**src/include/cicr_cfg.svh**
```systemverilog
// Purpose: Offsets, field positions, reset values and timing figures
// Assumes: 8-bit register bank with byte addresses
// Notes:   Included by the register bank; the package does not use it
`ifndef CICR_CFG_SVH
`define CICR_CFG_SVH
`define CICR_ADDR_ICL      8'h03
`define CICR_ADDR_PTC      8'h04
`define CICR_ADDR_CC1      8'h05
`define CICR_RST_ICL       8'h39
`define CICR_RST_PTC       8'h22
`define CICR_RST_CC1       8'h9d
`define CICR_BIT_FOS       7
`define CICR_BIT_FPD       6
`define CICR_BIT_OEN       5
`define CICR_BIT_TEN       7
`define CICR_BIT_SPD       6
`define CICR_BIT_STE       3
`define CICR_BIT_S2X       0
`define CICR_CODE_MAX      5'h1c
`define CICR_IIN_MAX_MA    16'h0ce4
`define CICR_FLD_CODE      4:0
`define CICR_FLD_KEEP      6:0
`define CICR_FLD_PRE       7:4
`define CICR_FLD_TERM      3:0
`define CICR_FLD_WD        5:4
`define CICR_FLD_FC        2:1
`define CICR_WD_OFF_SEC    8'h00
`define CICR_IIN_BASE_MA   16'h01f4
`define CICR_IIN_STEP_MA   16'h0064
`define CICR_PT_BASE_MA    12'h032
`define CICR_PT_STEP_MA    12'h032
`define CICR_WD_OFF        2'h0
`define CICR_WD_40S        2'h1
`define CICR_WD_80S        2'h2
`define CICR_WD_160S       2'h3
`define CICR_WD_40S_SEC    8'h28
`define CICR_WD_80S_SEC    8'h50
`define CICR_WD_160S_SEC   8'ha0
`define CICR_FC_5H         2'h0
`define CICR_FC_8H         2'h1
`define CICR_FC_12H        2'h2
`define CICR_FC_20H        2'h3
`define CICR_FC_5H_HRS     5'h05
`define CICR_FC_8H_HRS     5'h08
`define CICR_FC_12H_HRS    5'h0c
`define CICR_FC_20H_HRS    5'h14
`endif

```
**src/include/cicr_pkg.sv**
```systemverilog
// Purpose: Types for the charger configuration register bank
// Assumes: cicr_cfg.svh holds the numbers
// Notes:   Decoded fields travel as one packed struct
package cicr_pkg;
  // Decoded configuration handed to the analog loops
  typedef struct packed {
    logic [15:0] input_limit_ma;        // Applied input current limit
    logic [11:0] precharge_ma;          // Precharge current
    logic [11:0] termination_ma;        // Termination current
    logic        term_enable;           // Charge termination enable
    logic        status_pin_disable;    // Status pin disabled
    logic [7:0]  watchdog_sec;          // Watchdog timeout, 0 = off
    logic        safety_timer_enable;   // Safety timer enable
    logic [4:0]  fast_charge_hours;     // Fast charge time limit
    logic        slow_timer_half_rate;  // Safety timer at half rate now
  } cicr_cfg_type;
  // Optimizer sequencing states
  typedef enum logic [1:0] {
    CICR_OPT_IDLE  = 2'b01,
    CICR_OPT_START = 2'b10
  } cicr_opt_type;
endpackage
```
**src/hdl/cicr_regs.sv**
```systemverilog
// Purpose: Input current, precharge/termination and control-one registers
// Assumes: Byte reads and writes from the serial front end, one cycle each
// Notes:   Force bits self-clear once the analog side reports start or detection done
//
// Behaviour
// - Input current register at 03h, reset 39h
// - Force-optimizer write starts optimizer, reads zero after
// - Force-optimizer honoured only while optimizer enabled
// - Force-detection write starts adapter detection
// - Bit 5 enables optimization algorithm
// - Limit code: 500 mA plus 100 mA per step
// - Codes above 1Ch clamp to 3300 mA
// - Applied limit is minimum of four limits
// - Control register 05h resets 9Dh, bit7 termination
// - Bit 6 disables status pin
// - Watchdog field selects off, 40, 80, 160 s
// - Bit 3 enables safety timer
// - Fast-charge field selects 5, 8, 12, 20 h
// - Bit 0 halves timer rate during regulation
// - Watchdog kick bit clears after timer reset
`include "cicr_cfg.svh"
`timescale 1ns/1ps
`default_nettype none
module cicr_regs (
  // Clock, reset, enable
  input  wire logic                  clk_i,
  input  wire logic                  nrst_i,
  input  wire logic                  ce_i,
  input  wire logic                  soft_reset_i,
  // Byte register access
  input  wire logic                  wr_i,
  input  wire logic                  rd_i,
  input  wire logic [7:0]            addr_i,
  input  wire logic [7:0]            wdata_i,
  output logic      [7:0]            rdata_o,
  // Analog side status
  input  wire logic                  optimizer_started_i,
  input  wire logic                  detection_done_i,
  input  wire logic [15:0]           optimizer_current_result_i,
  input  wire logic [15:0]           current_limit_pin_i,
  input  wire logic [15:0]           detection_limit_i,
  input  wire logic                  input_power_management_i,
  input  wire logic                  thermal_regulation_i,
  // Watchdog kick handshake
  input  wire logic                  watchdog_kick_set_i,
  input  wire logic                  watchdog_cleared_i,
  output logic                       watchdog_kick_o,
  // Outputs to the charge loops
  output logic                       force_optimizer_start_o,
  output logic                       force_port_detection_o,
  output logic                       optimizer_enable_o,
  output cicr_pkg::cicr_cfg_type     cfg_o
);
  import cicr_pkg::*;

  // Stored registers
  logic [7:0]   icl_reg, icl_next;      // Input current limit control
  logic [7:0]   ptc_reg, ptc_next;      // Precharge and termination
  logic [7:0]   cc1_reg, cc1_next;      // Charger control one
  logic         kick_reg, kick_next;    // Watchdog kick flag
  logic [7:0]   rdata_reg;              // Read data holding
  cicr_cfg_type cfg_reg;                // Registered decoded config
  cicr_opt_type opt_reg, opt_next;      // Optimizer start sequencing

  // Decode strobes
  wire wr_icl = wr_i && (addr_i == `CICR_ADDR_ICL);
  wire wr_ptc = wr_i && (addr_i == `CICR_ADDR_PTC);
  wire wr_cc1 = wr_i && (addr_i == `CICR_ADDR_CC1);

  // Five-bit code to milliamps, clamped at the top code
  function automatic logic [15:0] iin_ma(input logic [4:0] code);
    logic [4:0] c;
    c = (code > `CICR_CODE_MAX) ? `CICR_CODE_MAX : code;
    iin_ma = `CICR_IIN_BASE_MA + 16'({11'h000, c} * `CICR_IIN_STEP_MA);
  endfunction

  // Four-bit code to milliamps, shared by the precharge and termination fields
  function automatic logic [11:0] pt_ma(input logic [3:0] code);
    pt_ma = `CICR_PT_BASE_MA + 12'({8'h00, code} * `CICR_PT_STEP_MA);
  endfunction

  // Smaller of two limits
  function automatic logic [15:0] min16(input logic [15:0] a,
                                        input logic [15:0] b);
    min16 = (a < b) ? a : b;
  endfunction

  // Optimizer start accepted only with enable held at one
  wire opt_en_now = wr_icl ? wdata_i[`CICR_BIT_OEN]
                           : icl_reg[`CICR_BIT_OEN];
  wire opt_req = wr_icl && wdata_i[`CICR_BIT_FOS] && opt_en_now;

  // Next state of optimizer sequencing
  always_comb begin
    opt_next = opt_reg;
    unique case (opt_reg)
      CICR_OPT_IDLE: begin
        if (opt_req) begin
          opt_next = CICR_OPT_START;
        end
      end
      CICR_OPT_START: begin
        // Started, or enable withdrawn: drop the request
        if (optimizer_started_i || !icl_reg[`CICR_BIT_OEN]) begin
          opt_next = CICR_OPT_IDLE;
        end
      end
    endcase
  end

  // Register next values; hardware clears lose to host writes of one
  always_comb begin
    icl_next = icl_reg;
    ptc_next = ptc_reg;
    cc1_next = cc1_reg;
    kick_next = kick_reg;
    if (detection_done_i) begin
      icl_next[`CICR_BIT_FPD] = 1'b0;
    end
    if (wr_icl) begin
      icl_next = {1'b0, wdata_i[`CICR_FLD_KEEP]};
    end
    if (wr_ptc) begin
      ptc_next = wdata_i;
    end
    if (wr_cc1) begin
      cc1_next = wdata_i;
    end
    if (watchdog_cleared_i) begin
      kick_next = 1'b0;
    end
    if (watchdog_kick_set_i) begin
      kick_next = 1'b1;
    end
    if (soft_reset_i) begin
      icl_next = `CICR_RST_ICL;
      ptc_next = `CICR_RST_PTC;
      cc1_next = `CICR_RST_CC1;
      kick_next = 1'b0;
    end
  end

  // Read mux; force-optimizer reads as pending request only
  wire [7:0] icl_rd = {opt_reg == CICR_OPT_START, icl_reg[`CICR_FLD_KEEP]};
  wire [7:0] rd_mux =
    (addr_i == `CICR_ADDR_ICL) ? icl_rd :
    (addr_i == `CICR_ADDR_PTC) ? ptc_reg :
    (addr_i == `CICR_ADDR_CC1) ? cc1_reg : 8'h00;

  // Watchdog timeout decode
  wire [1:0] wd_sel = cc1_reg[`CICR_FLD_WD];
  wire [7:0] wd_sec = (wd_sel == `CICR_WD_OFF)  ? `CICR_WD_OFF_SEC :
                      (wd_sel == `CICR_WD_40S)  ? `CICR_WD_40S_SEC :
                      (wd_sel == `CICR_WD_80S)  ? `CICR_WD_80S_SEC :
                                                  `CICR_WD_160S_SEC;
  // Fast charge time decode
  wire [1:0] fc_sel = cc1_reg[`CICR_FLD_FC];
  wire [4:0] fc_hrs = (fc_sel == `CICR_FC_5H)  ? `CICR_FC_5H_HRS :
                      (fc_sel == `CICR_FC_8H)  ? `CICR_FC_8H_HRS :
                      (fc_sel == `CICR_FC_12H) ? `CICR_FC_12H_HRS :
                                                 `CICR_FC_20H_HRS;
  // Applied limit: minimum of four sources
  wire [15:0] lim_all = min16(min16(iin_ma(icl_reg[`CICR_FLD_CODE]),
                                    optimizer_current_result_i),
                              min16(current_limit_pin_i,
                                    detection_limit_i));
  // Half-rate only while regulating and enabled
  wire half_rate = cc1_reg[`CICR_BIT_S2X] &&
                   (input_power_management_i || thermal_regulation_i);

  // Decoded configuration next value
  cicr_cfg_type cfg_next;
  assign cfg_next = '{input_limit_ma:       lim_all,
                      precharge_ma:         pt_ma(ptc_reg[`CICR_FLD_PRE]),
                      termination_ma:       pt_ma(ptc_reg[`CICR_FLD_TERM]),
                      term_enable:          cc1_reg[`CICR_BIT_TEN],
                      status_pin_disable:   cc1_reg[`CICR_BIT_SPD],
                      watchdog_sec:         wd_sec,
                      safety_timer_enable:  cc1_reg[`CICR_BIT_STE],
                      fast_charge_hours:    fc_hrs,
                      slow_timer_half_rate: half_rate};

  // State registers; clock enable freezes everything
  always_ff @(posedge clk_i or negedge nrst_i) begin
    if (!nrst_i) begin
      icl_reg   <= `CICR_RST_ICL;
      ptc_reg   <= `CICR_RST_PTC;
      cc1_reg   <= `CICR_RST_CC1;
      kick_reg  <= 1'b0;
      opt_reg   <= CICR_OPT_IDLE;
      rdata_reg <= 8'h00;
      cfg_reg   <= '0;
    end else if (ce_i) begin
      icl_reg   <= icl_next;
      ptc_reg   <= ptc_next;
      cc1_reg   <= cc1_next;
      kick_reg  <= kick_next;
      opt_reg   <= soft_reset_i ? CICR_OPT_IDLE : opt_next;
      rdata_reg <= rd_i ? rd_mux : rdata_reg;
      cfg_reg   <= cfg_next;
    end
  end

  // Outputs straight from flip-flops
  assign rdata_o                 = rdata_reg;
  assign watchdog_kick_o         = kick_reg;
  assign force_optimizer_start_o = (opt_reg == CICR_OPT_START);
  assign force_port_detection_o  = icl_reg[`CICR_BIT_FPD];
  assign optimizer_enable_o      = icl_reg[`CICR_BIT_OEN];
  assign cfg_o                   = cfg_reg;
endmodule
`default_nettype wire

```
**config.mk**
```make
export PLATFORM = sky130hd
export DESIGN_NAME = cicr_regs
export DESIGN_NICKNAME = d
export VERILOG_FILES = /design/src/include/cicr_pkg.sv /design/src/hdl/cicr_regs.sv
export VERILOG_INCLUDE_DIRS = /design/src /design/src/include
export SDC_FILE = /design/constraint.sdc
export NUM_CORES = 1
export LEC_CHECK = 0
export BUFFER_PORTS_ARGS = -buffer_cell sky130_fd_sc_hd__buf_4
export CAP_MARGIN = 20
export CORE_UTILIZATION = 45
export DETAILED_ROUTE_END_ITERATION = 8
export HOLD_SLACK_MARGIN = 0.12
export PLACE_DENSITY = 0.71
export REMOVE_ABC_BUFFERS = 1
export SLEW_MARGIN = 10
export SYNTH_ARGS = -nofsm -noshare
export SYNTH_HDL_FRONTEND = slang
export SYNTH_SLANG_ARGS = --single-unit
```
**constraint.sdc**
```tcl
create_clock -name clk_i -period 6 [get_ports clk_i]
set_clock_uncertainty 0.2 [all_clocks]
set_input_delay 0.9 -clock clk_i [delete_from_list [all_inputs] [get_ports clk_i]]
set_output_delay 0.9 -clock clk_i [all_outputs]
set_load 0.05 [all_outputs]
```
==> impl_metrics.py <==
metrics = {
    "setup_path": {
        "startpoint_type": "flop",
        "cp_top_family": "compound AO/OA/AOI/OAI gates",
        "slowest_stage": "dfstp_2",
        "crit_fanout": 8,
        "crit_type": "flop to flop",
        "ff2ff_setup_slack_ns": -0.19,
        "reg2reg_from": "icl_reg[3]",
        "max_stage_delay_ns": 0.55,
        "end_kind": "flop",
        "worstPathRequired_ns": 6.03,
        "crit_buf_inv": 5,
        "worst_r2r_path_depth": 27,
        "r2r-end": "cfg_o[44]",
        "arrival_ns": 6.22,
    },
    "finish": {
        "multiInputGateArea_um2": 4240,
        "seqCellArea_um2": 2070,
        "fin_cells": 1038,
        "drive_above_1_share_pct": 38.6,
        "area_delta_synth_final_pct": 40.2,
        "nFillCells": 1099,
        "diodes": 0,
        "layout.nets": 1016,
        "largest_reg_flops": 48,
        "finish.utilization_pct": 65.2,
    },
    "floorplan": {
        "initial_core_util_pct": 46.5,
        "pin_count": 145,
        "die_y_um": 119,
        "row_count": 42,
        "core_area_um2": 13300,
        "dieArea_um2": 14300,
        "dieWidth_um": 119,
    },
    "sta": {
        "drv_slew": 0,
        "fmax_mhz": 161,
        "hold_viol": 0,
        "relSlewSlack_pct": 35.7,
        "min_period_over_period_pct": 103,
        "setup_tns_ns": -2.17,
        "min_period_ns": 6.19,
        "worst_pin_slew_ns": 0.964,
        "rsz0062_at_grt": "true",
        "setup_viol": 15,
        "setup_ws_ns": -0.194,
    },
    "clock_network": {
        "clock_path_buffers": 2,
        "clock_latency_ns": 0.34,
        "cts_tree": "yes",
        "clk_pin_slew_worst_paths_ns": 0.06,
        "cts_root_buffer": "clkbuf_16",
        "h-tree-depth": 3,
        "numClockSinks": 82,
        "cts_buffers": 9,
    },
    "global_routing": {
        "first_global_vias": 5648,
        "grt.overflow.total": 0,
        "antenna_found_initial": 0,
        "grt_max_degree": 83,
        "grt_pass1_wl_um": 27000,
        "grt_usage_pct": 23.9,
    },
    "run_status": {
        "status": "finished, violations left",
        "violations": "setup timing",
    },
    "hold_path": {
        "hp-class": "input port to async pin",
    },
    "drt": {
        "wirelength_um": 17600,
        "drt-vias-per-instance": 5.51,
        "first_iter_violations": 232,
        "ant_nets": 0,
        "drc": 0,
        "vias": 5717,
        "drt_first_pass_iters": 4,
        "wl_per_cell_um": 16.9,
    },
    "synthesis": {
        "synth_compound_area_share_pct": 18.3,
        "yosys_warnings": 0,
        "netlist.area_leader.share_pct": 28.2,
        "synth_top_family_by_area": "compound AO/OA/AOI/OAI gates",
        "yosys.area_share.simple_pct": 12.4,
        "yosysTopAreaCell": "dfrtp_1",
        "synth-edff-count": 0,
        "yosysSeqAreaShare_pct": 33.3,
        "ys_ff_latch": 82,
        "synth-xor-area-share_pct": 4.52,
        "ys_top_cells_by_area": "dfrtp_1, ha_1, mux2_2",
        "async_reset_ff_share_pct": 100,
        "ys_types": 66,
        "synth-main-ff-cell": "dfrtp_1",
        "yosysMostFrequentCell": "ha_1",
        "netlist_instances": 662,
        "syn-cell-area_um2": 6200,
        "synthAdderAreaFrac_pct": 17.1,
        "synthMuxAreaShare_pct": 7.85,
        "avgSynthCellArea_um2": 9.37,
        "yosys-top-cells-count": "ha_1, dfrtp_1, inv_1",
    },
    "power": {
        "total_power_uw": 3320,
        "power_density_nw_per_um2": 382,
        "p_leak_uw": 0.00413,
        "vdd_drop_max_v": 0.000165,
    },
    "placement": {
        "gp_congestion": 0.913,
        "dp_hpwl_um": 11900,
        "portBuffers": 136,
        "place_ws_ns": -0.625,
        "place_inst": 983,
    },
    "run": {
        "maxCapViolCount": 0,
    },
}
==> per-stage QoR <==
stage | area [µm²] | hold slack (ns)
finish | 8700 | 0.254
global route | 8700 | 0.269
CTS | 8340 | 0.297
detailed placement | 7570 | 0.283
global placement | 7570 | 0.269
floorplan | 6040 | 0.261
==> metal layers <==
layer  wire (µm)  vias up  GRT usage [%]
li1            -     2740              -
met1        7300     2727           29.7
met2        8720      199           40.8
met3         883       51           4.17
met4         660        0           9.61
met5           0        -              0
==> layout make-up <==
type | instances | area share [%]
multi-input combinational | 499 | 48.8
sequential | 82 | 23.8
timing repair buffer | 212 | 18.7
clock buffer | 10 | 2.63
tap | 176 | 2.53
inverter | 53 | 2.29
clock inverter | 6 | 1.31
==> layout by cell type (no fill, tap or decap), types with 4 or more instances in the layout <==
cell and count:
a21o_1 11, a21oi_1 39, a21oi_2 4, a22o_1 5, a22oi_1 12, a31oi_1 9
and3_1 4, buf_4 206, buf_6 4, clkbuf_16 9, conb_1 11, dfrtp_1 70
dfstp_2 12, ha_1 64, ha_4 15, inv_1 52, mux2_2 26, mux2i_1 15
nand2_1 41, nand2b_1 10, nand3_1 6, nand4_1 6, nor2_1 42, nor2b_1 4
nor3_1 7, o21ai_0 32, o21ai_1 12, o21ai_2 4, o22a_1 7, o2bb2ai_1 4
xnor2_1 12, xor2_1 17
==> power by group <==
part	total (µW)	internal [µW]	switching [µW]
Clock	645	409	236
Sequential	754	676	77.9
Combinational	1920	846	1080
==> worst max path at each step <==
| stage | from | to | slack [ns] | depth (start not counted) |
|---|---|---|---|---|
| detailed placement | icl_reg[3] | cfg_o[51] | -0.63 | 27 |
| CTS | icl_reg[4] | cfg_o[43] | -0.02 | 30 |
| global route | icl_reg[3] | cfg_o[44] | -0.39 | 28 |
| finish | icl_reg[3] | cfg_o[44] | -0.19 | 27 |
| floorplan | icl_reg[3] | cfg_o[44] | -0.72 | 23 |
| global placement | icl_reg[3] | cfg_o[45] | -0.32 | 26 |
==> kinds of logic after synthesis <==
| logic type | after synthesis |
|---|---|
| compound gates | 173 |
| xor+xnor | 32 |
| fa+ha+maj | 83 |
| buf+inv | 92 |
| flops | 82 |
| mux | 45 |
| other cells | 1 |
| simple gates | 154 |
==> timing repair <==
item,CTS,global route
cloned,1,2
pin swaps,26,40
endpoints found under the setup margin,16,16
setup buffers,23,12
hold buffers,0,0
resized for setup,43,41
Note: power is estimated with default switching activity, not from simulation.
